==> src/inc/sptpc_pkg.sv <==
// Shared constants, register numbers and carrier types for the serial port control block.
package sptpc_pkg;

  // ==========================================================================
  // Register numbers (the register port carries the register number itself)
  localparam logic [15:0] SPTPC_REG_PORT_SEL = 16'h2EE0;
  localparam logic [15:0] SPTPC_REG_RX_STATUS = 16'h300E;
  localparam logic [15:0] SPTPC_REG_PARSE_EN = 16'h300F;
  localparam logic [15:0] SPTPC_REG_DONE_LEN = 16'h3019;
  localparam logic [15:0] SPTPC_REG_MSG_XFER = 16'h301C;
  localparam logic [15:0] SPTPC_REG_PROTOCOL = 16'h3020;
  localparam logic [15:0] SPTPC_REG_ACT_ADDR = 16'h3021;
  localparam logic [15:0] SPTPC_REG_GLB_ADDR = 16'h3022;
  localparam logic [15:0] SPTPC_REG_SWAP = 16'h3023;
  localparam logic [15:0] SPTPC_REG_TERM_CHAR = 16'h3070;
  localparam logic [15:0] SPTPC_REG_SAVE = 16'h4E80;

  // ==========================================================================
  // Reset values and field values
  localparam logic [7:0] SPTPC_TERM_RESET = 8'h0D;
  localparam logic [7:0] SPTPC_RX_DONE_MARK = 8'hFF;
  localparam logic [31:0] SPTPC_SAVE_CMD = 32'h0000_0001;
  localparam logic [31:0] SPTPC_MSG_OK = 32'h0000_0000;
  localparam logic [7:0] SPTPC_PORT_SEL_RESET = 8'h00;

  // ==========================================================================
  // Block transfer limits, in registers
  localparam logic [8:0] SPTPC_RTU_MAX16 = 9'd120;
  localparam logic [8:0] SPTPC_RTU_MAX32 = 9'd60;
  localparam logic [8:0] SPTPC_ASC_MAX16 = 9'd56;
  localparam logic [8:0] SPTPC_ASC_MAX32 = 9'd28;
  localparam logic [8:0] SPTPC_DEBLOCK_MAX = 9'd256;

  // ==========================================================================
  // Protocol codes
  typedef enum logic [2:0] {
    SPTPC_PROTO_NATIVE = 3'b000,
    SPTPC_PROTO_MST_RTU = 3'b001,
    SPTPC_PROTO_MST_ASC = 3'b010,
    SPTPC_PROTO_SLV_RTU = 3'b011,
    SPTPC_PROTO_SLV_ASC = 3'b100,
    SPTPC_PROTO_DIAG = 3'b111
  } sptpc_proto_t;

  // ==========================================================================
  // Carriers
  typedef struct packed {
    logic wr;
    logic rd;
    logic [15:0] num;
    logic [31:0] wdata;
  } sptpc_reg_req_t;

  typedef struct packed {
    logic rvalid;
    logic [31:0] rdata;
  } sptpc_reg_rsp_t;

  typedef struct packed {
    logic valid;
    logic [15:0] addr;
    logic [31:0] data;
  } sptpc_word_t;

  typedef struct packed {
    logic [8:0] max16;
    logic [8:0] max32;
    logic [8:0] total;
  } sptpc_limits_t;

endpackage

==> src/hdl/sptpc_rx_term.sv <==
// Terminator detection and buffer length counting for the receive path.
`timescale 1ns/1ps
`default_nettype none
module sptpc_rx_term #(
  parameter int LEN_W = 32
) (
  // Clock and reset
  input wire logic core_clk,
  input wire logic rst_n,
  // Received characters
  input wire logic rx_valid,
  input wire logic [7:0] rx_char,
  // Control
  input wire logic parse_en,
  input wire logic [7:0] term_char,
  input wire logic clear,
  // Results
  output logic hit,
  output logic [LEN_W-1:0] cur_len,
  output logic [LEN_W-1:0] done_len
);

  logic term_seen;

  // ==========================================================================
  // Compare only while parsing is off.
  assign term_seen = rx_valid && !parse_en && (rx_char == term_char); // RL4

  always_ff @(posedge core_clk or negedge rst_n) begin
    if (!rst_n) begin
      hit <= 1'b0;
    end else begin
      hit <= term_seen; // RL1
    end
  end

  // A terminator in the same cycle as a clear wins, so no completed buffer is lost.
  always_ff @(posedge core_clk or negedge rst_n) begin
    if (!rst_n) begin
      cur_len <= '0;
      done_len <= '0;
    end else if (term_seen) begin
      done_len <= cur_len + LEN_W'(1); // RL1
      cur_len <= '0;
    end else if (clear) begin
      done_len <= '0; // RL2
      cur_len <= '0;
    end else if (parse_en) begin
      cur_len <= '0; // RL4
    end else if (rx_valid) begin
      cur_len <= cur_len + LEN_W'(1); // RL14
    end
  end

endmodule
`default_nettype wire

==> src/hdl/sptpc_swap.sv <==
// Half-word exchange for Modbus reads of 32-bit registers.
`timescale 1ns/1ps
`default_nettype none
module sptpc_swap (
  // Clock and reset
  input wire logic core_clk,
  input wire logic rst_n,
  // Control
  input wire logic swap_en,
  // Read data in and out
  input wire sptpc_pkg::sptpc_word_t rd_in,
  output sptpc_pkg::sptpc_word_t rd_out
);
  import sptpc_pkg::*;

  // ==========================================================================
  // Only even-boundary addresses start a 32-bit register; odd ones pass as is.
  always_ff @(posedge core_clk or negedge rst_n) begin
    if (!rst_n) begin
      rd_out <= '0;
    end else begin
      rd_out.valid <= rd_in.valid;
      rd_out.addr <= rd_in.addr;
      if (rd_in.valid && swap_en && !rd_in.addr[0]) begin
        rd_out.data <= {rd_in.data[15:0], rd_in.data[31:16]}; // RL12
      end else begin
        rd_out.data <= rd_in.data;
      end
    end
  end

endmodule
`default_nettype wire

==> src/hdl/sptpc_top.sv <==
// Serial port terminator detection, protocol selection and addressing control.
// Functional notes
// RL1 - Terminator with parsing off: status gets 255, counter gets length incl. terminator.
// RL2 - Host writing zero to receive status also clears the completion counter.
// RL3 - Terminator register resets to carriage return, takes any 8-bit value.
// RL4 - Compare last character only with parsing off; counter idle otherwise.
// RL5 - Protocol resets to 0; codes 0,1,2,3,4,7 select native/master/slave/diagnostic.
// RL6 - Protocol write takes effect at once; host writes it after other settings.
// RL7 - Slave RTU serves at most 120 16-bit or 60 32-bit registers per block.
// RL8 - Slave ASCII serves at most 56 16-bit or 28 32-bit registers per block.
// RL9 - Master RTU reads 120, master ASCII 56 per block; de-blocking 256 total.
// RL10 - Active address follows global unless host overrides; only slave modes use it.
// RL11 - Global address loads at power-up; saved only after writing 1 to save register.
// RL12 - Swap control 1 exchanges halves on even-boundary 32-bit Modbus reads; resets 0.
// RL13 - Writing a record number sends that message; reads return status, 0 is success.
// RL14 - With parsing off every received character counts toward buffer length; a host clear zeroes the running count, a character in that cycle included.
`timescale 1ns/1ps
`default_nettype none
module sptpc_top #(
  parameter int LEN_W = 32,
  parameter logic [7:0] ADDR_DEFAULT = 8'h01
) (
  // Clock and reset
  input wire logic core_clk,
  input wire logic rst_n,
  // Register port
  input wire sptpc_pkg::sptpc_reg_req_t reg_req,
  output sptpc_pkg::sptpc_reg_rsp_t reg_rsp,
  // Received character stream from the serial receiver
  input wire logic rx_valid,
  input wire logic [7:0] rx_char,
  // Modbus read path of 32-bit registers
  input wire sptpc_pkg::sptpc_word_t mb_rd_in,
  output sptpc_pkg::sptpc_word_t mb_rd_out,
  // Protocol and addressing state toward the protocol engines
  output sptpc_pkg::sptpc_proto_t proto,
  output logic [7:0] port_sel,
  output logic slave_addr_en,
  output logic [7:0] slave_addr,
  output sptpc_pkg::sptpc_limits_t limits,
  output logic term_hit,
  // Stored message sender
  output logic msg_send,
  output logic [31:0] msg_record,
  input wire logic msg_done,
  input wire logic [31:0] msg_status,
  // Nonvolatile storage of the global address
  input wire logic [7:0] nv_addr,
  input wire logic nv_addr_ok,
  output logic nv_save,
  output logic [7:0] nv_save_addr
);
  import sptpc_pkg::*;

  // ==========================================================================
  // Helpers
  function automatic sptpc_limits_t limits_of(input sptpc_proto_t p);
    sptpc_limits_t l;
    l = '0;
    case (p)
      SPTPC_PROTO_SLV_RTU: begin
        l.max16 = SPTPC_RTU_MAX16; // RL7
        l.max32 = SPTPC_RTU_MAX32;
        l.total = SPTPC_RTU_MAX16;
      end
      SPTPC_PROTO_SLV_ASC: begin
        l.max16 = SPTPC_ASC_MAX16; // RL8
        l.max32 = SPTPC_ASC_MAX32;
        l.total = SPTPC_ASC_MAX16;
      end
      SPTPC_PROTO_MST_RTU: begin
        l.max16 = SPTPC_RTU_MAX16; // RL9
        l.total = SPTPC_DEBLOCK_MAX;
      end
      SPTPC_PROTO_MST_ASC: begin
        l.max16 = SPTPC_ASC_MAX16; // RL9
        l.total = SPTPC_DEBLOCK_MAX;
      end
      default: begin
        l = '0;
      end
    endcase
    return l;
  endfunction

  function automatic logic is_slave(input sptpc_proto_t p);
    return (p == SPTPC_PROTO_SLV_RTU) || (p == SPTPC_PROTO_SLV_ASC);
  endfunction

  function automatic logic proto_legal(input logic [2:0] code);
    case (code)
      3'h0, 3'h1, 3'h2, 3'h3, 3'h4, 3'h7: return 1'b1;
      default: return 1'b0;
    endcase
  endfunction

  function automatic logic hits(input sptpc_reg_req_t r, input logic [15:0] num);
    return r.wr && (r.num == num);
  endfunction

  // ==========================================================================
  // Registers
  logic [7:0] rx_status;
  logic parse_en;
  logic [7:0] term_char;
  logic swap_en;
  logic addr_override;
  logic [7:0] active_addr;
  logic [7:0] global_addr;
  logic [31:0] msg_stat;
  logic boot_load;
  logic rx_clear;
  logic hit;
  logic [LEN_W-1:0] cur_len;
  logic [LEN_W-1:0] done_len;
  logic [31:0] next_rdata;

  // ==========================================================================
  // Receive terminator and length
  assign rx_clear = hits(reg_req, SPTPC_REG_RX_STATUS) && (reg_req.wdata == 32'h0000_0000);

  sptpc_rx_term #(
    .LEN_W(LEN_W)
  ) u_rx_term (
    .core_clk(core_clk),
    .rst_n(rst_n),
    .rx_valid(rx_valid),
    .rx_char(rx_char),
    .parse_en(parse_en),
    .term_char(term_char),
    .clear(rx_clear),
    .hit(hit),
    .cur_len(cur_len),
    .done_len(done_len)
  );

  // The mark follows the counter by one cycle; a host write in that cycle loses to it.
  always_ff @(posedge core_clk or negedge rst_n) begin
    if (!rst_n) begin
      rx_status <= 8'h00;
      term_hit <= 1'b0;
    end else begin
      term_hit <= hit;
      if (hit) begin
        rx_status <= SPTPC_RX_DONE_MARK; // RL1
      end else if (hits(reg_req, SPTPC_REG_RX_STATUS)) begin
        rx_status <= reg_req.wdata[7:0]; // RL2
      end
    end
  end

  always_ff @(posedge core_clk or negedge rst_n) begin
    if (!rst_n) begin
      parse_en <= 1'b0;
      port_sel <= SPTPC_PORT_SEL_RESET;
    end else begin
      if (hits(reg_req, SPTPC_REG_PARSE_EN)) begin
        parse_en <= reg_req.wdata[0];
      end
      if (hits(reg_req, SPTPC_REG_PORT_SEL)) begin
        port_sel <= reg_req.wdata[7:0];
      end
    end
  end

  always_ff @(posedge core_clk or negedge rst_n) begin
    if (!rst_n) begin
      term_char <= SPTPC_TERM_RESET; // RL3
    end else if (hits(reg_req, SPTPC_REG_TERM_CHAR)) begin
      term_char <= reg_req.wdata[7:0]; // RL3
    end
  end

  // ==========================================================================
  // Protocol select: an unknown code is ignored so the port never runs undefined.
  always_ff @(posedge core_clk or negedge rst_n) begin
    if (!rst_n) begin
      proto <= SPTPC_PROTO_NATIVE; // RL5
    end else if (hits(reg_req, SPTPC_REG_PROTOCOL) && proto_legal(reg_req.wdata[2:0])
                 && (reg_req.wdata[31:3] == 29'h0)) begin
      proto <= sptpc_proto_t'(reg_req.wdata[2:0]); // RL6
    end
  end

  // Limits track the live protocol register, so they change one cycle after it does.
  always_ff @(posedge core_clk or negedge rst_n) begin
    if (!rst_n) begin
      limits <= '0;
    end else begin
      limits <= limits_of(proto); // RL7
    end
  end

  // ==========================================================================
  // Addressing
  always_ff @(posedge core_clk or negedge rst_n) begin
    if (!rst_n) begin
      boot_load <= 1'b1;
    end else if (nv_addr_ok) begin
      boot_load <= 1'b0;
    end
  end

  // The stored address is caught on the first clock edge after reset with nv_addr_ok high, not by the reset itself.
  always_ff @(posedge core_clk or negedge rst_n) begin
    if (!rst_n) begin
      global_addr <= ADDR_DEFAULT;
    end else if (hits(reg_req, SPTPC_REG_GLB_ADDR)) begin
      global_addr <= reg_req.wdata[7:0];
    end else if (boot_load && nv_addr_ok) begin
      global_addr <= nv_addr; // RL11
    end
  end

  always_ff @(posedge core_clk or negedge rst_n) begin
    if (!rst_n) begin
      addr_override <= 1'b0;
      active_addr <= ADDR_DEFAULT;
    end else if (hits(reg_req, SPTPC_REG_ACT_ADDR)) begin
      addr_override <= 1'b1;
      active_addr <= reg_req.wdata[7:0]; // RL10
    end else if (!addr_override) begin
      active_addr <= global_addr; // RL10
    end
  end

  always_ff @(posedge core_clk or negedge rst_n) begin
    if (!rst_n) begin
      slave_addr_en <= 1'b0;
      slave_addr <= 8'h00;
    end else begin
      slave_addr_en <= is_slave(proto); // RL10
      slave_addr <= active_addr;
    end
  end

  always_ff @(posedge core_clk or negedge rst_n) begin
    if (!rst_n) begin
      nv_save <= 1'b0;
      nv_save_addr <= 8'h00;
    end else begin
      nv_save <= hits(reg_req, SPTPC_REG_SAVE) && (reg_req.wdata == SPTPC_SAVE_CMD); // RL11
      nv_save_addr <= global_addr;
    end
  end

  // ==========================================================================
  // Endian swap and Modbus read path
  always_ff @(posedge core_clk or negedge rst_n) begin
    if (!rst_n) begin
      swap_en <= 1'b0; // RL12
    end else if (hits(reg_req, SPTPC_REG_SWAP)) begin
      swap_en <= reg_req.wdata[0];
    end
  end

  sptpc_swap u_swap (
    .core_clk(core_clk),
    .rst_n(rst_n),
    .swap_en(swap_en),
    .rd_in(mb_rd_in),
    .rd_out(mb_rd_out)
  );

  // ==========================================================================
  // Stored message transfer
  always_ff @(posedge core_clk or negedge rst_n) begin
    if (!rst_n) begin
      msg_send <= 1'b0;
      msg_record <= 32'h0000_0000;
      msg_stat <= SPTPC_MSG_OK;
    end else begin
      msg_send <= hits(reg_req, SPTPC_REG_MSG_XFER); // RL13
      if (hits(reg_req, SPTPC_REG_MSG_XFER)) begin
        msg_record <= reg_req.wdata;
      end
      if (msg_done) begin
        msg_stat <= msg_status; // RL13
      end
    end
  end

  // ==========================================================================
  // Register reads: one cycle after the request, unknown numbers read zero.
  always_comb begin
    next_rdata = 32'h0000_0000;
    case (reg_req.num)
      SPTPC_REG_PORT_SEL: next_rdata = {24'h0, port_sel};
      SPTPC_REG_RX_STATUS: next_rdata = {24'h0, rx_status};
      SPTPC_REG_PARSE_EN: next_rdata = {31'h0, parse_en};
      SPTPC_REG_DONE_LEN: next_rdata = 32'(done_len);
      SPTPC_REG_MSG_XFER: next_rdata = msg_stat; // RL13
      SPTPC_REG_PROTOCOL: next_rdata = {29'h0, proto};
      SPTPC_REG_ACT_ADDR: next_rdata = {24'h0, active_addr};
      SPTPC_REG_GLB_ADDR: next_rdata = {24'h0, global_addr};
      SPTPC_REG_SWAP: next_rdata = {31'h0, swap_en};
      SPTPC_REG_TERM_CHAR: next_rdata = {24'h0, term_char};
      default: next_rdata = 32'h0000_0000;
    endcase
  end

  always_ff @(posedge core_clk or negedge rst_n) begin
    if (!rst_n) begin
      reg_rsp <= '0;
    end else begin
      reg_rsp.rvalid <= reg_req.rd;
      reg_rsp.rdata <= reg_req.rd ? next_rdata : 32'h0000_0000;
    end
  end

endmodule
`default_nettype wire

==> config.mk <==
export PLATFORM = sky130hd
export DESIGN_NAME = sptpc_top
export DESIGN_NICKNAME = d
export VERILOG_FILES = /design/src/inc/sptpc_pkg.sv /design/src/hdl/sptpc_rx_term.sv /design/src/hdl/sptpc_swap.sv /design/src/hdl/sptpc_top.sv
export SDC_FILE = /design/constraint.sdc
export NUM_CORES = 1
export LEC_CHECK = 0
export ABC_AREA = 1
export BUFFER_PORTS_ARGS = -buffer_cell sky130_fd_sc_hd__buf_4
export CORE_MARGIN = 2
export CORE_UTILIZATION = 40
export CTS_CLUSTER_DIAMETER = 150
export CTS_CLUSTER_SIZE = 8
export DETAILED_ROUTE_END_ITERATION = 10
export SYNTH_ARGS = -nofsm -noshare
export SYNTH_HDL_FRONTEND = slang
export SYNTH_SLANG_ARGS = --single-unit
==> constraint.sdc <==
create_clock -name core_clk -period 2.3 [get_ports core_clk]
set_clock_uncertainty 0.2 [all_clocks]
set_input_delay 0 -clock core_clk [delete_from_list [all_inputs] [get_ports core_clk]]
set_output_delay 0 -clock core_clk [all_outputs]
set_load 0.005 [all_outputs]
=== Yosys cells after proc, flatten, opt, wreduce, memory -nomap -nowiden ===
Cells that the tools add are included.

* Reduce and logical (&&, ||, !) cells: 33
* Add/subtract/negate cells: 1
* Equality and inequality tests: 23
* Muxes and demuxes: 19

{| class="wikitable"
|+ Operator list
! operator !! count
|-
| $pmux 32 s10 || 1
|-
| $mux 32 || 8
|-
| $eq 16x14->1 const B || 10
|-
| $mux 8 || 6
|-
| $add 32x1->32 const B || 1
|-
| $eq 32x1->1 const B || 1
|-
| $logic_not 32->1 || 1
|-
| $logic_not 29->1 || 1
|-
| $pmux 9 s3 || 1
|-
| $logic_and 1x1->1 || 19
|-
| $eq 16x15->1 const B || 1
|-
| $pmux 7 s2 || 1
|-
| $eq 3x2->1 const B || 4
|-
| $pmux 6 s2 || 1
|-
| $eq 3x3->1 const B || 3
|-
| $eq 8x8->1 || 1
|-
| $eq 3x1->1 const B || 2
|-
| $reduce_bool 2->1 || 3
|-
| $reduce_or 2->1 || 3
|-
| $reduce_or 6->1 || 1
|-
| $reduce_bool 4->1 || 1
|-
| $logic_not 3->1 || 1
|-
| $logic_not 1->1 || 2
|-
| $ne 2x1->1 const B || 1
|-
| 2 further kinds || 2
|}

* Flip-flop bits (word level): 305
* Input bits: 152
* Output and inout port bits: 172
* Word-level logic and storage cells: 105

=== Logic depth before layout (Yosys ltp) ===
Gate-level depths: netlist of the first run.

* Depth in word-level cells: 5
* Depth in mapped cells: 12
* Mapped depth without buffers: 12

=== Modules after synthesis ===
From an unflattened synthesis of the first run, not the netlist that was laid out.

* Cell total of the unflattened synthesis: 1586
* Area total of the unflattened synthesis: 13265.2 um^2

{| class="wikitable"
|+ By module, submodules not included
! module !! area an instance (um^2) !! cells each !! times used
|-
| sptpc_top || 7621.1 || 868 || 1
|-
| sptpc_rx_term || 3833.7 || 557 || 1
|-
| sptpc_swap || 1810.5 || 161 || 1
|}

=== Worst setup path after synthesis of the first run ===
No wires, ideal clock.

* Path type: flip-flop to flip-flop
* From: register term_char[0]
* To: register u_rx_term.cur_len[18]
* Path buffers: 2
* Setup time: 0.083 ns
* Arrival time: 1.548 ns
* Stages on the path, launching flop included: 10
* Path slack: 0.469 ns
* Path through: dfstp_2 > inv_1 > or2_2 > nand3_1 > nor2_1 > nand3_1 > buf_2 > buf_2 > nand4_1 > o21ai_0

* Longest elaborated chain between the ends: 3

{| class="wikitable"
|+ Ends and longest elaborated chain
! item !! line !! RTL
|-
| start, declared || sptpc_top.sv:105 || <nowiki>logic [7:0] term_char;</nowiki>
|-
| start signal, assigned || sptpc_top.sv:170 || <nowiki>term_char <= reg_req.wdata[7:0];</nowiki>
|-
| $eq 8x8->1 * || sptpc_rx_term.sv:27 || <nowiki>assign term_seen = rx_valid && !parse_en && (rx_char == term_char);</nowiki>
|-
| $logic_and 1x1->1 * || sptpc_rx_term.sv:27 ||
|-
| $reduce_bool 4->1 (no line) or $mux 32 (tied branches) || n/a ||
|-
| end signal, assigned || sptpc_rx_term.sv:51 || <nowiki>cur_len <= cur_len + LEN_W'(1);</nowiki>
|-
| end, declared || sptpc_rx_term.sv:19 || <nowiki>output logic [LEN_W-1:0] cur_len,</nowiki>
|}

Every way passes the cells marked *; elsewhere a longest branch is shown, timed or not.
A chain may end at the register's enable or synchronous reset.

=== Worst setup path after layout of the first run ===
* From: input reg_req[47] in the netlist's numbering
* To: register addr_override

* Longest elaborated chain between the ends: 2

{| class="wikitable"
|+ Ends and longest elaborated chain
! item !! line !! RTL
|-
| start, declared || sptpc_top.sv:27 || <nowiki>input wire sptpc_pkg::sptpc_reg_req_t reg_req,</nowiki>
|-
| $eq 16x14->1 || sptpc_top.sv:98 || <nowiki>return r.wr && (r.num == num);</nowiki>
|-
| $logic_and 1x1->1 || sptpc_top.sv:98 ||
|-
| end signal, assigned || sptpc_top.sv:217 || <nowiki>addr_override <= 1'b0;</nowiki>
|-
| end signal, assigned || sptpc_top.sv:220 || <nowiki>addr_override <= 1'b1;</nowiki>
|-
| end, declared || sptpc_top.sv:107 || <nowiki>logic addr_override;</nowiki>
|}

No other way between the ends.

==> impl_summary.txt, run 1 <==
----------------------------------------------------
[Outcome]
  Status ... finished with violations
  Failing checks ... hold timing

[Critical path]
  Setup crit start ... reg_req[47]
  Combined buffer and inverter count along the critical path ... 4
  Data required time of the critical path ... 2.56 ns
  Reg-to-reg startpoint ... term_char[0]
  Most used cell along the critical path ... sky130_fd_sc_hd__dlygate4sd3_1
  CP top delay family ... buffers and inverters
  Endpoint class of the critical path ... flip-flop
  Path depth of the worst reg2reg path ... 7
  R2r endpoint ... u_rx_term.cur_len[27]
  R2r setup slk ... 0.1 ns
  Critical path arrival ... 2.46 ns
  Critical-path maximum fanout ... 4
  Worst path slowest cell ... sky130_fd_sc_hd__dlygate4sd3_1
  Chain of cells forming the critical path ... buf_4 -> nor2_4 -> nand2_1 -> dlygate4sd3_1 -> nor2_1 -> dlygate4sd3_1 -> nand3_1 -> nand2_1 -> dlygate4sd3_1
  Worst setup SP type ... input pin
  WS Path Type ... in2reg
  Delay contributed by the slowest stage of the critical path ... 0.59 ns

[Timing]
  Min cycle time layout ... 2.20 ns
  Max frequency ... 0.454 GHz
  Final hold violation count ... 3
  Final setup viols ... 0
  Worst slack on hold paths ... -0.0801 ns
  Count of final max-slew check failures ... 0
  Period Utilization, post-route ... 95.8%

[Clock network]
  Clk pin slew, worst setup/hold paths ... 0.06 ns
  Buffer depth of the longest clock path ... 3
  CTS tree ... yes
  Num Clock Sinks ... 282
  Clock tree root driver cell ... sky130_fd_sc_hd__clkbuf_16
  Num CTS Buffers ... 41
  Max H-tree Level ... 2
  Worst-Skew Late Latency ... 0.52 ns

[Die]
  Area of the core ... 0.0315 mm²
  Floorplan die area ... 0.0333 mm²
  Row cnt ... 65
  Vert. Die Dim ... 183 µm
  Number of ports placed on the die boundary ... 324
  Initial cell density of the core ... 40.5%
  Die X-Extent ... 183 µm

[Power]
  Switching power summed over all nets ... 2630 µW
  Net Sw Frac ... 22.6%
  Int Power ... 9030 µW
  Leak Pwr ... 0.00915 µW
  Combinational share of power ... 9.2%
  IR Drop Worst-Case VDD ... 504 µV
  Post-layout power ... 11700 µW
  Areal power density over the cells ... 610 mW/mm²
  Sequential power share ... 44.5%
  Clock power share ... 46.3%

[Drt]
  Total Routed Length ... 41900 µm
  Mean routed wirelength per cell ... 17.6 µm
  Antenna-violating nets left ... 0
  DR pass1 iterations ... 5
  DRC violations left ... 0
  Initial drt markers ... 721
  Average via count per standard cell ... 4.96
  Routed vias ... 11800

[Cells and area]
  Proportion of layout cells with a drive suffix above 1 ... 26.0%
  Count of antenna diodes in the layout ... 0
  Final standard cell utilization of the core ... 60.8%
  Area Growth Syn to Fin ... 50.1%
  # nets final ... 2115
  Layout filler cell count ... 2596

[Hold path]
  Start point of the worst min-delay path ... rx_char[1]
  Hold Path End ... u_rx_term.cur_len[20]
  Cell depth of the worst hold path ... 7
  Path category of the worst min-delay check ... in2reg

[Logic synthesis]
  Sequential-to-total area share from yosys stat ... 55.4%
  Synth async-reset ratio ... 100%
  Number of enable-type register cells in the synthesized netlist ... 0
  Top cells by area, synth ... sky130_fd_sc_hd__dfrtp_1 (54%), sky130_fd_sc_hd__nand2_1 (9.4%), sky130_fd_sc_hd__inv_1 (4.7%)
  Seq cells post-synth ... 282
  Cell count after synthesis ... 1388
  Proportion of netlist area held by the largest area contributor ... 54.2%
  Post-Synthesis Cell Area ... 0.0127 mm²
  Ys Warns ... 0
  Yosys cell types ... 47
  Dominant cell type by area after synthesis ... sky130_fd_sc_hd__dfrtp_1
  Avg Inst Size Synth ... 9.18 µm²
  Commonest register cell after synthesis ... sky130_fd_sc_hd__dfrtp_1

[Place]
  Number of port buffers ... 309
  Detail Placement HPWL ... 28200 µm
  RD Place Congestion ... 0.903

[Global route]
  Largest net degree at the start of global routing ... 66
  Number of antenna violations at the first check in global routing ... 0
  First-pass GRT wire length ... 65800 µm
  Aggregate global-route resource usage ... 25.1%
  Vias in the first global route ... 12000
  Overflow after GRT ... 0

[Run]
  Reported max-cap violation count ... 0

----------------------------------------------------
-- power groups by stage --
stage	clock network (µW)	logic, µW	registers [µW]
after floorplan	0	213	5240
after global placement	0	717	5260
after detailed placement	0	725	5260
after CTS	5520	1050	5180
after global routing	5760	1170	5190
final	5400	1080	5190
-- worst max path at each step --
stage,endpoint,cells after the start
after floorplan,u_rx_term.cur_len[18],9
after detailed placement,u_rx_term.done_len[29],7
final,addr_override,9
after global routing,addr_override,9
after global placement,u_rx_term.done_len[29],7
after CTS,u_rx_term.cur_len[21],7
-- per-layer routing --
| layer | track usage [%] | share of wire [%] | up-vias |
|---|---|---|---|
| li1 | - | - | 5641 |
| met1 | 33.8 | 43 | 5645 |
| met2 | 41.0 | 47 | 436 |
| met3 | 4.43 | 7.0 | 89 |
| met4 | 8.45 | 3.0 | 0 |
| met5 | 0 | 0 | - |
-- worst min-delay path, delay by kind of cell --
kind                      cells  cell delay, ns
and+or+nand+nor               5            0.43
buffers and inverters         1            0.09
xor gates and xnor gates      1            0.08
-- repair_timing --
item	in CTS	in global routing
setup endpoints to repair	0	10
resized for setup	0	5
hold buffers	237	7
buffers inserted	0	6
hold endpoints to repair	509	4
-- cells in the mapped netlist (all sizes together) (2+ instances only) --
| cell | count |
|---|---|
| nor4 | 2 |
| xnor2 | 16 |
| nand2 | 331 |
| o21ai | 112 |
| buf | 57 |
| clkinv | 3 |
| mux2 | 29 |
| inv | 166 |
| or2 | 3 |
| o211ai | 14 |
| xor2 | 10 |
| nand4 | 59 |
| a21oi | 42 |
| dfrtp | 276 |
| o22ai | 22 |
| o221ai | 6 |
| clkbuf | 11 |
| nor3 | 10 |
| dfstp | 6 |
| nand3 | 70 |
| nand3b | 4 |
| nor2 | 132 |
-- placed cells by master, fill, tap and decap left out, types with 11 or more instances in the layout --
master / Yosys / routed
sky130_fd_sc_hd__buf_4: 28 / 331
sky130_fd_sc_hd__nand2_1: 319 / 319
sky130_fd_sc_hd__dfrtp_1: 276 / 276
sky130_fd_sc_hd__dlygate4sd3_1: 0 / 241
sky130_fd_sc_hd__inv_1: 158 / 158
sky130_fd_sc_hd__nor2_1: 109 / 107
sky130_fd_sc_hd__o21ai_0: 62 / 62
sky130_fd_sc_hd__nand3_1: 61 / 60
sky130_fd_sc_hd__nand4_1: 59 / 59
sky130_fd_sc_hd__o21ai_1: 42 / 42
sky130_fd_sc_hd__clkbuf_16: 0 / 42
sky130_fd_sc_hd__mux2_2: 29 / 29
sky130_fd_sc_hd__a21oi_2: 23 / 23
sky130_fd_sc_hd__o22ai_1: 22 / 22
sky130_fd_sc_hd__a21oi_1: 19 / 19
sky130_fd_sc_hd__nor2_2: 16 / 18
sky130_fd_sc_hd__xnor2_1: 16 / 16
sky130_fd_sc_hd__o211ai_1: 14 / 14
sky130_fd_sc_hd__conb_1: 1 / 14
sky130_fd_sc_hd__clkbuf_1: 11 / 14
sky130_fd_sc_hd__nand2_2: 11 / 11
-- state kept, by name (all words and copies together), names as in the netlist, 32 cells and up --
name and flops:
u_swap.rd_out 49, reg_rsp 33, msg_record 32, msg_stat 32
u_rx_term.cur_len 32, u_rx_term.done_len 32
-- layout make-up --
| cell class | count | area [µm²] | area share, % |
|---|---|---|---|
| Sequential cell | 282 | 7060 | 36.9 |
| Timing Repair Buffer | 585 | 5130 | 26.8 |
| Multi-Input combinational cell | 883 | 4660 | 24.4 |
| Clock buffer | 56 | 1100 | 5.77 |
| Inverter | 169 | 636 | 3.32 |
| Tap cell | 402 | 503 | 2.63 |
| Clock inverter | 2 | 25.0 | 0.131 |
-- per-stage QoR --
step / std cells / TNS (ns) / worst slack, ns / cell area, µm²
CTS: 2367 / 0 / 0.0214 / 19000
global route: 2379 / -0.00987 / -0.00987 / 19100
finish: 2379 / 0 / 0.0971 / 19100
detailed placement: 2072 / 0 / 0.172 / 15500
global placement: 2072 / 0 / 0.183 / 15500
floorplan: 1401 / 0 / 0.469 / 12800
-- logic make-up after synthesis --
family,count (synthesis),synth area share (%)
AO/OA/AOI/OAI,200,9.52
XOR/XNOR,26,1.79
AND/OR/NAND/NOR,612,22.0
multiplexers,29,2.56
adder cells (fa/ha/maj),1,0.0981
buffers and inverters,237,8.63
other,1,0.0294
flip-flops,282,55.4
Power figures use the tool's default switching activity.
==> run 2: changes to the inputs <==
--- a/config.mk
+++ b/config.mk
@@ -5,7 +5,6 @@
 export SDC_FILE = /design/constraint.sdc
 export NUM_CORES = 1
 export LEC_CHECK = 0
-export ABC_AREA = 1
 export BUFFER_PORTS_ARGS = -buffer_cell sky130_fd_sc_hd__buf_4
 export CORE_MARGIN = 2
 export CORE_UTILIZATION = 40
==> impl_summary.txt, run 2 <==
----------------------------------------------------
[Outcome]
  Status ... finished with violations
  Failing checks ... hold timing

[Logic synthesis]
  Synth async-reset ratio ... 100% (unchanged)
  Dominant cell type by area after synthesis ... sky130_fd_sc_hd__dfrtp_1
  Number of enable-type register cells in the synthesized netlist ... 0 (unchanged)
  Commonest register cell after synthesis ... sky130_fd_sc_hd__dfrtp_1
  Proportion of netlist area held by the largest area contributor ... 56.2% (+2.1 points)
  Top cells by area, synth ... sky130_fd_sc_hd__dfrtp_1 (56%), sky130_fd_sc_hd__mux2_2 (9.8%), sky130_fd_sc_hd__xor2_1 (3.4%)
  Cell with the most instances after synthesis ... sky130_fd_sc_hd__dfrtp_1
  Avg Inst Size Synth ... 12.4 µm² (+35%)
  Ys Warns ... 0 (unchanged)
  Cell count after synthesis ... 989 (-29%)
  Sequential-to-total area share from yosys stat ... 57.5% (+2.1 points)
  Post-Synthesis Cell Area ... 0.0123 mm² (-3.7%)
  Seq cells post-synth ... 282 (unchanged)
  Commonest cells in the synthesized netlist ... sky130_fd_sc_hd__dfrtp_1 (276), sky130_fd_sc_hd__mux2_2 (107), sky130_fd_sc_hd__nor2_1 (88)
  Yosys cell types ... 63 (+34%)

[Place]
  RD Place Congestion ... 0.828 (-8.3%)
  Placed cells ... 1674 (-19%)
  Detail Placement HPWL ... 24200 µm (-14%)
  Number of port buffers ... 309 (unchanged)
  Pre-CTS setup slack ... -0.0514 ns (-0.224 ns)
  Placed inst area ... 0.0151 mm² (-2.2%)

[Critical path]
  Critical path arrival ... 2.48 ns (+0.02 ns)
  WS Path Type ... reg2reg
  Data required time of the critical path ... 2.49 ns (-0.07 ns)
  Path depth of the worst reg2reg path ... 4 (-3)
  Critical-path maximum fanout ... 32 (+28)
  Setup crit start ... swap_en
  Worst setup path endpoint ... u_swap.rd_out[2]
  R2r endpoint ... u_swap.rd_out[2]
  Endpoint class of the critical path ... flip-flop
  Worst setup SP type ... flip-flop
  R2r setup slk ... 0.009 ns (-0.09 ns)
  Reg-to-reg startpoint ... swap_en

[Global route]
  Aggregate global-route resource usage ... 23.0% (-2.1 points)
  Number of antenna violations at the first check in global routing ... 1 (+1)
  Largest net degree at the start of global routing ... 72 (+9.1%)
  First-pass GRT wire length ... 57500 µm (-13%)
  Overflow after GRT ... 0 (unchanged)
  Vias in the first global route ... 10800 (-10%)

[Cells and area]
  Registers with the highest flip-flop counts ... u_swap.rd_out (49), reg_rsp (33)
  Number of non-filler instances in the completed layout ... 1965 (-17%)
  Proportion of layout cells with a drive suffix above 1 ... 34.6% (+8.6 points)
  Finished layout cell area ... 0.0187 mm² (-2.1%)
  Most frequent cells in the layout ... sky130_fd_sc_hd__buf_4 (347), sky130_fd_sc_hd__dfrtp_1 (276), sky130_fd_sc_hd__dlygate4sd3_1 (228)
  Area Growth Syn to Fin ... 52.5%
  Register containing the most flip-flops in the final layout ... u_swap.rd_out
  Commonest non-fill, non-tap cell in the layout ... sky130_fd_sc_hd__buf_4
  Flip-flop count of the largest register after layout ... 49 (unchanged)
  # nets final ... 1704 (-19%)

[Die]
  Initial cell density of the core ... 40.4% (-0.14 points)
  Number of ports placed on the die boundary ... 324 (unchanged)
  Die X-Extent ... 179 µm (-1.8%)
  Row cnt ... 64 (-1.5%)
  Area of the core ... 0.0304 mm² (-3.3%)
  Floorplan die area ... 0.0321 mm² (-3.6%)
  Vert. Die Dim ... 179 µm (-1.8%)

[Drt]
  Antenna-violating nets left ... 0 (unchanged)
  Mean routed wirelength per cell ... 19.1 µm (+8.4%)
  DR pass1 iterations ... 5 (unchanged)
  Initial drt markers ... 568 (-21%)
  Average via count per standard cell ... 5.12 (+3.2%)
  DRC violations left ... 0 (unchanged)
  Routed vias ... 10100 (-15%)
  Total Routed Length ... 37500 µm (-11%)

[Timing]
  Least-Margin Pin Slew ... 0.691 ns
  Worst setup margin ... 0.00874 ns (-0.0883 ns)
  Max frequency ... 0.436 GHz (-3.9%)
  Count of final max-slew check failures ... 0 (unchanged)
  Final hold violation count ... 1 (-2)
  Min cycle time layout ... 2.29 ns (+0.0883 ns)
  Worst slack on hold paths ... -0.122 ns (-0.0420 ns)
  Worst rel slew slack ... 53.8%
  Unrepaired setup endpoints after global routing ... yes
  Period Utilization, post-route ... 99.6% (+3.8 points)
  Final setup viols ... 0 (unchanged)

[Clock network]
  Buffer depth of the longest clock path ... 3 (unchanged)
  Max H-tree Level ... 2 (unchanged)
  Clk pin slew, worst setup/hold paths ... 0.05 ns (about the same)
  Num Clock Sinks ... 282 (unchanged)
  CTS tree ... yes
  Worst-Skew Late Latency ... 0.53 ns (about the same)
  Clock tree root driver cell ... sky130_fd_sc_hd__clkbuf_16
  Num CTS Buffers ... 41 (unchanged)

[Power]
  Leak Pwr ... 0.00885 µW (-3.2%)
  IR Drop Worst-Case VDD ... 475 µV (-5.8%)
  Areal power density over the cells ... 637 mW/mm² (+4.5%)

[Run]
  Reported max-cap violation count ... 0 (unchanged)

[Hold path]
  Path category of the worst min-delay check ... in2reg

----------------------------------------------------
[run 2: cell count changes after synthesis, sizes merged, moves of 20 or more]
cell     previous run  this run
nand2             331        31
inv               166         5
o21ai             112         4
mux2               29       116
nor2              132        89
a22oi               0        39
xor2               10        47
nand3              70        36
o2bb2ai             0        31
nand4              59        35
o22ai              22         1
a21oi              42        22
and2                0        20
[run 2: cells by family after synthesis]
family          after synthesis  share of synthesized area [%]
simple gates                282                           12.6
compound gates              128                           8.29
buf+inv                      90                           4.27
other cells                   1                         0.0305
flops                       282                           57.5
fa+ha+maj                     1                          0.102
xor+xnor                     72                           5.13
mux                         133                           12.0
[run 2: cell type report]
class | instances | area (µm²)
timing repair buffer | 591 | 5200
tap | 396 | 495
fill | 2448 | 11700
clock inverter | 4 | 50.0
multi-input combinational | 630 | 4820
antenna | 1 | 2.50
clock buffer | 56 | 1080
inverter | 5 | 18.8
sequential | 282 | 7060
[run 2: per-stage QoR]
stage	utilization, %	setup TNS, ns	total power (µW)
floorplan	-	0	5760
global placement	49.8	-0.426	6290
detailed placement	49.8	-1.00	6310
CTS	61.1	0	12100
global route	61.6	-0.0886	12400
finish	61.6	0	11900
[run 2: worst min-delay path by stage]
stage | start | endpoint | slack, ns | cells after the start
2_1_floorplan | rst_n | active_addr[1] | -0.50 | 0
3_5_place_dp | rst_n | u_swap.rd_out[45] | -0.24 | 1
5_1_grt | reg_req[21] | nv_save | -0.09 | 5
4_1_cts | reg_req[21] | nv_save | -0.14 | 5
3_3_place_gp | rst_n | u_swap.rd_out[34] | -0.24 | 1
6_report | reg_req[21] | nv_save | -0.12 | 5
[run 2: where the power goes]
| part | leakage [µW] | switching [µW] | internal [µW] |
|---|---|---|---|
| clock | 0.000545 | 2120 | 3250 |
| sequential | 0.00372 | 140 | 5150 |
| combinational | 0.00459 | 530 | 749 |
| total | 0.00885 | 2790 | 9150 |
[run 2: worst max-delay path, stage by stage (launching register included)]
cell and delay, ns:
sky130_fd_sc_hd__dfrtp_1 0.44, sky130_fd_sc_hd__nand3b_1 0.13, sky130_fd_sc_hd__buf_4 0.38, sky130_fd_sc_hd__mux2_2 0.40, sky130_fd_sc_hd__dlygate4sd3_1 0.57
[run 2: what timing repair did]
item                       4_1_cts  5_1_grt
hold endpoints to repair       511        4
setup endpoints to repair        0       69
gates resized for setup          0       13
hold buffers                   229        3
buffers inserted                 0        1
[run 2: routing by layer]
layer  vias to the layer above  global-route usage (%)  part of all wire, %
met1                      4992                    28.2                   40
met3                        64                    5.56                  7.0
li1                       4632                       -                    -
met4                         0                    7.69                  2.6
met5                         -                       0                    0
met2                       382                    39.7                   51
==> run 3: changes to the inputs <==
--- a/config.mk
+++ b/config.mk
@@ -8,9 +8,10 @@
 export BUFFER_PORTS_ARGS = -buffer_cell sky130_fd_sc_hd__buf_4
 export CORE_MARGIN = 2
 export CORE_UTILIZATION = 40
-export CTS_CLUSTER_DIAMETER = 150
+export CTS_CLUSTER_DIAMETER = 40
 export CTS_CLUSTER_SIZE = 8
 export DETAILED_ROUTE_END_ITERATION = 10
+export PLACE_DENSITY = 0.66
 export SYNTH_ARGS = -nofsm -noshare
 export SYNTH_HDL_FRONTEND = slang
 export SYNTH_SLANG_ARGS = --single-unit
==> constraint.sdc (replaced) <==
create_clock -name core_clk -period 2 [get_ports core_clk]
set_clock_uncertainty 0.2 [all_clocks]
set_input_delay 0 -clock core_clk [delete_from_list [all_inputs] [get_ports core_clk]]
set_output_delay 0 -clock core_clk [all_outputs]
set_load 0.005 [all_outputs]
==> impl_summary.txt, run 3 (synthesized netlist as in run 2, its figures left out) <==
----------------------------------------------------
[Global route]
  Overflow after GRT ... 0 (unchanged)
  Aggregate global-route resource usage ... 23.4% (+0.39 points)
  Largest net degree at the start of global routing ... 57 (-21%)
  First-pass GRT wire length ... 58200 µm (+1.1%)
  Vias in the first global route ... 10800 (-0.49%)
  Number of antenna violations at the first check in global routing ... 2 (+1)

[Power]
  Int Power ... 11800 µW (+29%)
  Post-layout power ... 15300 µW (+28%)
  Areal power density over the cells ... 790 mW/mm² (+24%)
  Leak Pwr ... 0.00906 µW (+2.3%)
  Sequential power share ... 39.8% (-4.5 points)
  Net Sw Frac ... 22.9% (-0.50 points)
  IR Drop Worst-Case VDD ... 610 µV (+28%)
  Clock power share ... 49.2% (+4.3 points)
  Combinational share of power ... 11.0% (+0.3 points)
  Switching power summed over all nets ... 3500 µW (+26%)

[Timing]
  Unrepaired setup endpoints after global routing ... yes
  Final setup viols ... 63 (+63)
  Least-Margin Pin Slew ... 0.502 ns (-0.189 ns)
  Worst setup margin ... -0.0857 ns (-0.0944 ns)
  Final hold violation count ... 28 (+27)
  Final-layout setup total negative slack ... -3.58 ns (-3.58 ns)
  Count of final max-slew check failures ... 0 (unchanged)
  Min cycle time layout ... 2.09 ns (-0.206 ns)
  Period Utilization, post-route ... 104% (+4.7 points)
  Worst rel slew slack ... 66.5% (+13 points)
  Max frequency ... 0.479 GHz (+9.9%)
  Worst slack on hold paths ... -0.518 ns (-0.395 ns)

[Critical path]
  Critical-path maximum fanout ... 8 (-75%)
  WS Path Type ... reg2reg
  Endpoint class of the critical path ... flip-flop
  Critical path arrival ... 2.30 ns (-0.18 ns)
  Data required time of the critical path ... 2.22 ns (-0.27 ns)
  Worst setup SP type ... flip-flop

[Clock network]
  Clock tree root driver cell ... sky130_fd_sc_hd__clkbuf_16
  Max H-tree Level ... 2 (unchanged)
  Buffer depth of the longest clock path ... 3 (unchanged)
  Clk pin slew, worst setup/hold paths ... 0.05 ns (about the same)
  CTS tree ... yes
  Worst-Skew Late Latency ... 0.54 ns (about the same)
  Num CTS Buffers ... 47 (+15%)
  Num Clock Sinks ... 282 (unchanged)

[Outcome]
  Failing checks ... hold timing, setup timing
  Status ... finished with violations

[Die]
  Vert. Die Dim ... 179 µm (unchanged)
  Die X-Extent ... 179 µm (unchanged)
  Row cnt ... 64 (unchanged)
  Area of the core ... 0.0304 mm² (unchanged)
  Floorplan die area ... 0.0321 mm² (unchanged)
  Number of ports placed on the die boundary ... 324 (unchanged)
  Initial cell density of the core ... 40.4% (unchanged)

[Drt]
  Total Routed Length ... 38400 µm (+2.4%)
  DR pass1 iterations ... 6 (+1)
  Mean routed wirelength per cell ... 19.3 µm (+1.1%)
  Average via count per standard cell ... 5.15 (+0.43%)
  Antenna-violating nets left ... 0 (unchanged)
  Routed vias ... 10200 (+1.7%)
  DRC violations left ... 0 (unchanged)
  Initial drt markers ... 488 (-14%)

[Cells and area]
  Flip-flop count of the largest register after layout ... 49 (unchanged)
  Area Growth Syn to Fin ... 58.0%
  Proportion of layout cells with a drive suffix above 1 ... 41.6% (+7.0 points)
  # nets final ... 1718 (+0.82%)
  Registers with the highest flip-flop counts ... u_swap.rd_out (49), reg_rsp (33)
  Most frequent cells in the layout ... sky130_fd_sc_hd__buf_4 (390), sky130_fd_sc_hd__dfrtp_1 (275), sky130_fd_sc_hd__dlygate4sd3_1 (188)
  Register containing the most flip-flops in the final layout ... u_swap.rd_out
  Commonest non-fill, non-tap cell in the layout ... sky130_fd_sc_hd__buf_4

[Place]
  RD Place Congestion ... 0.888 (+7.3%)
  Detail Placement HPWL ... 25000 µm (+3.5%)
  Number of port buffers ... 309 (unchanged)

[Run]
  Reported max-cap violation count ... 0 (unchanged)

[Hold path]
  Path category of the worst min-delay check ... in2reg

----------------------------------------------------
==> run 3: per-stage QoR <==
stage	instance area (µm²)	instances	utilization [%]	worst slack (ns)
global route	19400	1988	63.7	-0.113
floorplan	12300	1002	-	-0.0127
detailed placement	15500	1710	50.8	-0.321
global placement	15500	1710	50.8	-0.278
CTS	18900	1975	62.0	0.00157
finish	19400	1989	63.7	-0.0857
==> run 3: metal layers <==
| layer | track usage (%) | share of wire [%] |
|---|---|---|
| met1 | 27.9 | 38 |
| met4 | 9.98 | 4.1 |
| met2 | 39.8 | 50 |
| met5 | 0 | 0.031 |
| met3 | 6.34 | 8.0 |
==> run 3: what timing repair did <==
action,CTS,global route
gates resized for setup,5,82
buffers inserted,0,7
hold buffers,189,1
cloned,0,6
pin swaps,2,35
setup endpoints to repair,64,117
endpoints found under the hold margin,511,31
==> run 3: worst paths after layout <==
path / start / end / slack (ns) / depth (start not counted)
worst max-delay path: term_char[3] / u_rx_term.cur_len[26] / -0.09 / 7
worst min-delay path: reg_req[17] / msg_record[17] / -0.52 / 2
worst max register to register: term_char[3] / u_rx_term.cur_len[26] / -0.09 / 7
worst min register to register: active_addr[0] / slave_addr[0] / 0.21 / 0
max in group asynchronous: rst_n / term_char[2] / 0.56 / 4
min in group asynchronous: rst_n / u_swap.rd_out[39] / 0.31 / 3
==> run 3: final cells by class <==
| cell class | count | area (µm²) |
|---|---|---|
| inverter | 5 | 18.8 |
| antenna | 1 | 2.50 |
| tap | 396 | 495 |
| clock buffer | 66 | 1320 |
| fill | 2268 | 11000 |
| timing repair buffer | 599 | 5220 |
| multi-input combinational | 630 | 5120 |
| clock inverter | 10 | 153 |
| sequential | 282 | 7070 |
==> run 3: power groups by stage <==
stage | Sequential, µW | Clock, µW | Combinational, µW
6_report | 6100 | 7540 | 1680
5_1_grt | 6120 | 7980 | 1820
4_1_cts | 6080 | 7690 | 1500
3_5_place_dp | 6160 | 0 | 1170
3_3_place_gp | 6160 | 0 | 1140
2_1_floorplan | 6120 | 0 | 504
==> run 3: worst max-delay path: stages, from the launching register on <==
cell	delay, ns
sky130_fd_sc_hd__dfstp_2	0.55
sky130_fd_sc_hd__xnor2_2	0.12
sky130_fd_sc_hd__nand3_2	0.13
sky130_fd_sc_hd__or3_4	0.42
sky130_fd_sc_hd__o311ai_4	0.11
sky130_fd_sc_hd__buf_6	0.17
sky130_fd_sc_hd__clkbuf_16	0.19
sky130_fd_sc_hd__nor2_2	0.05
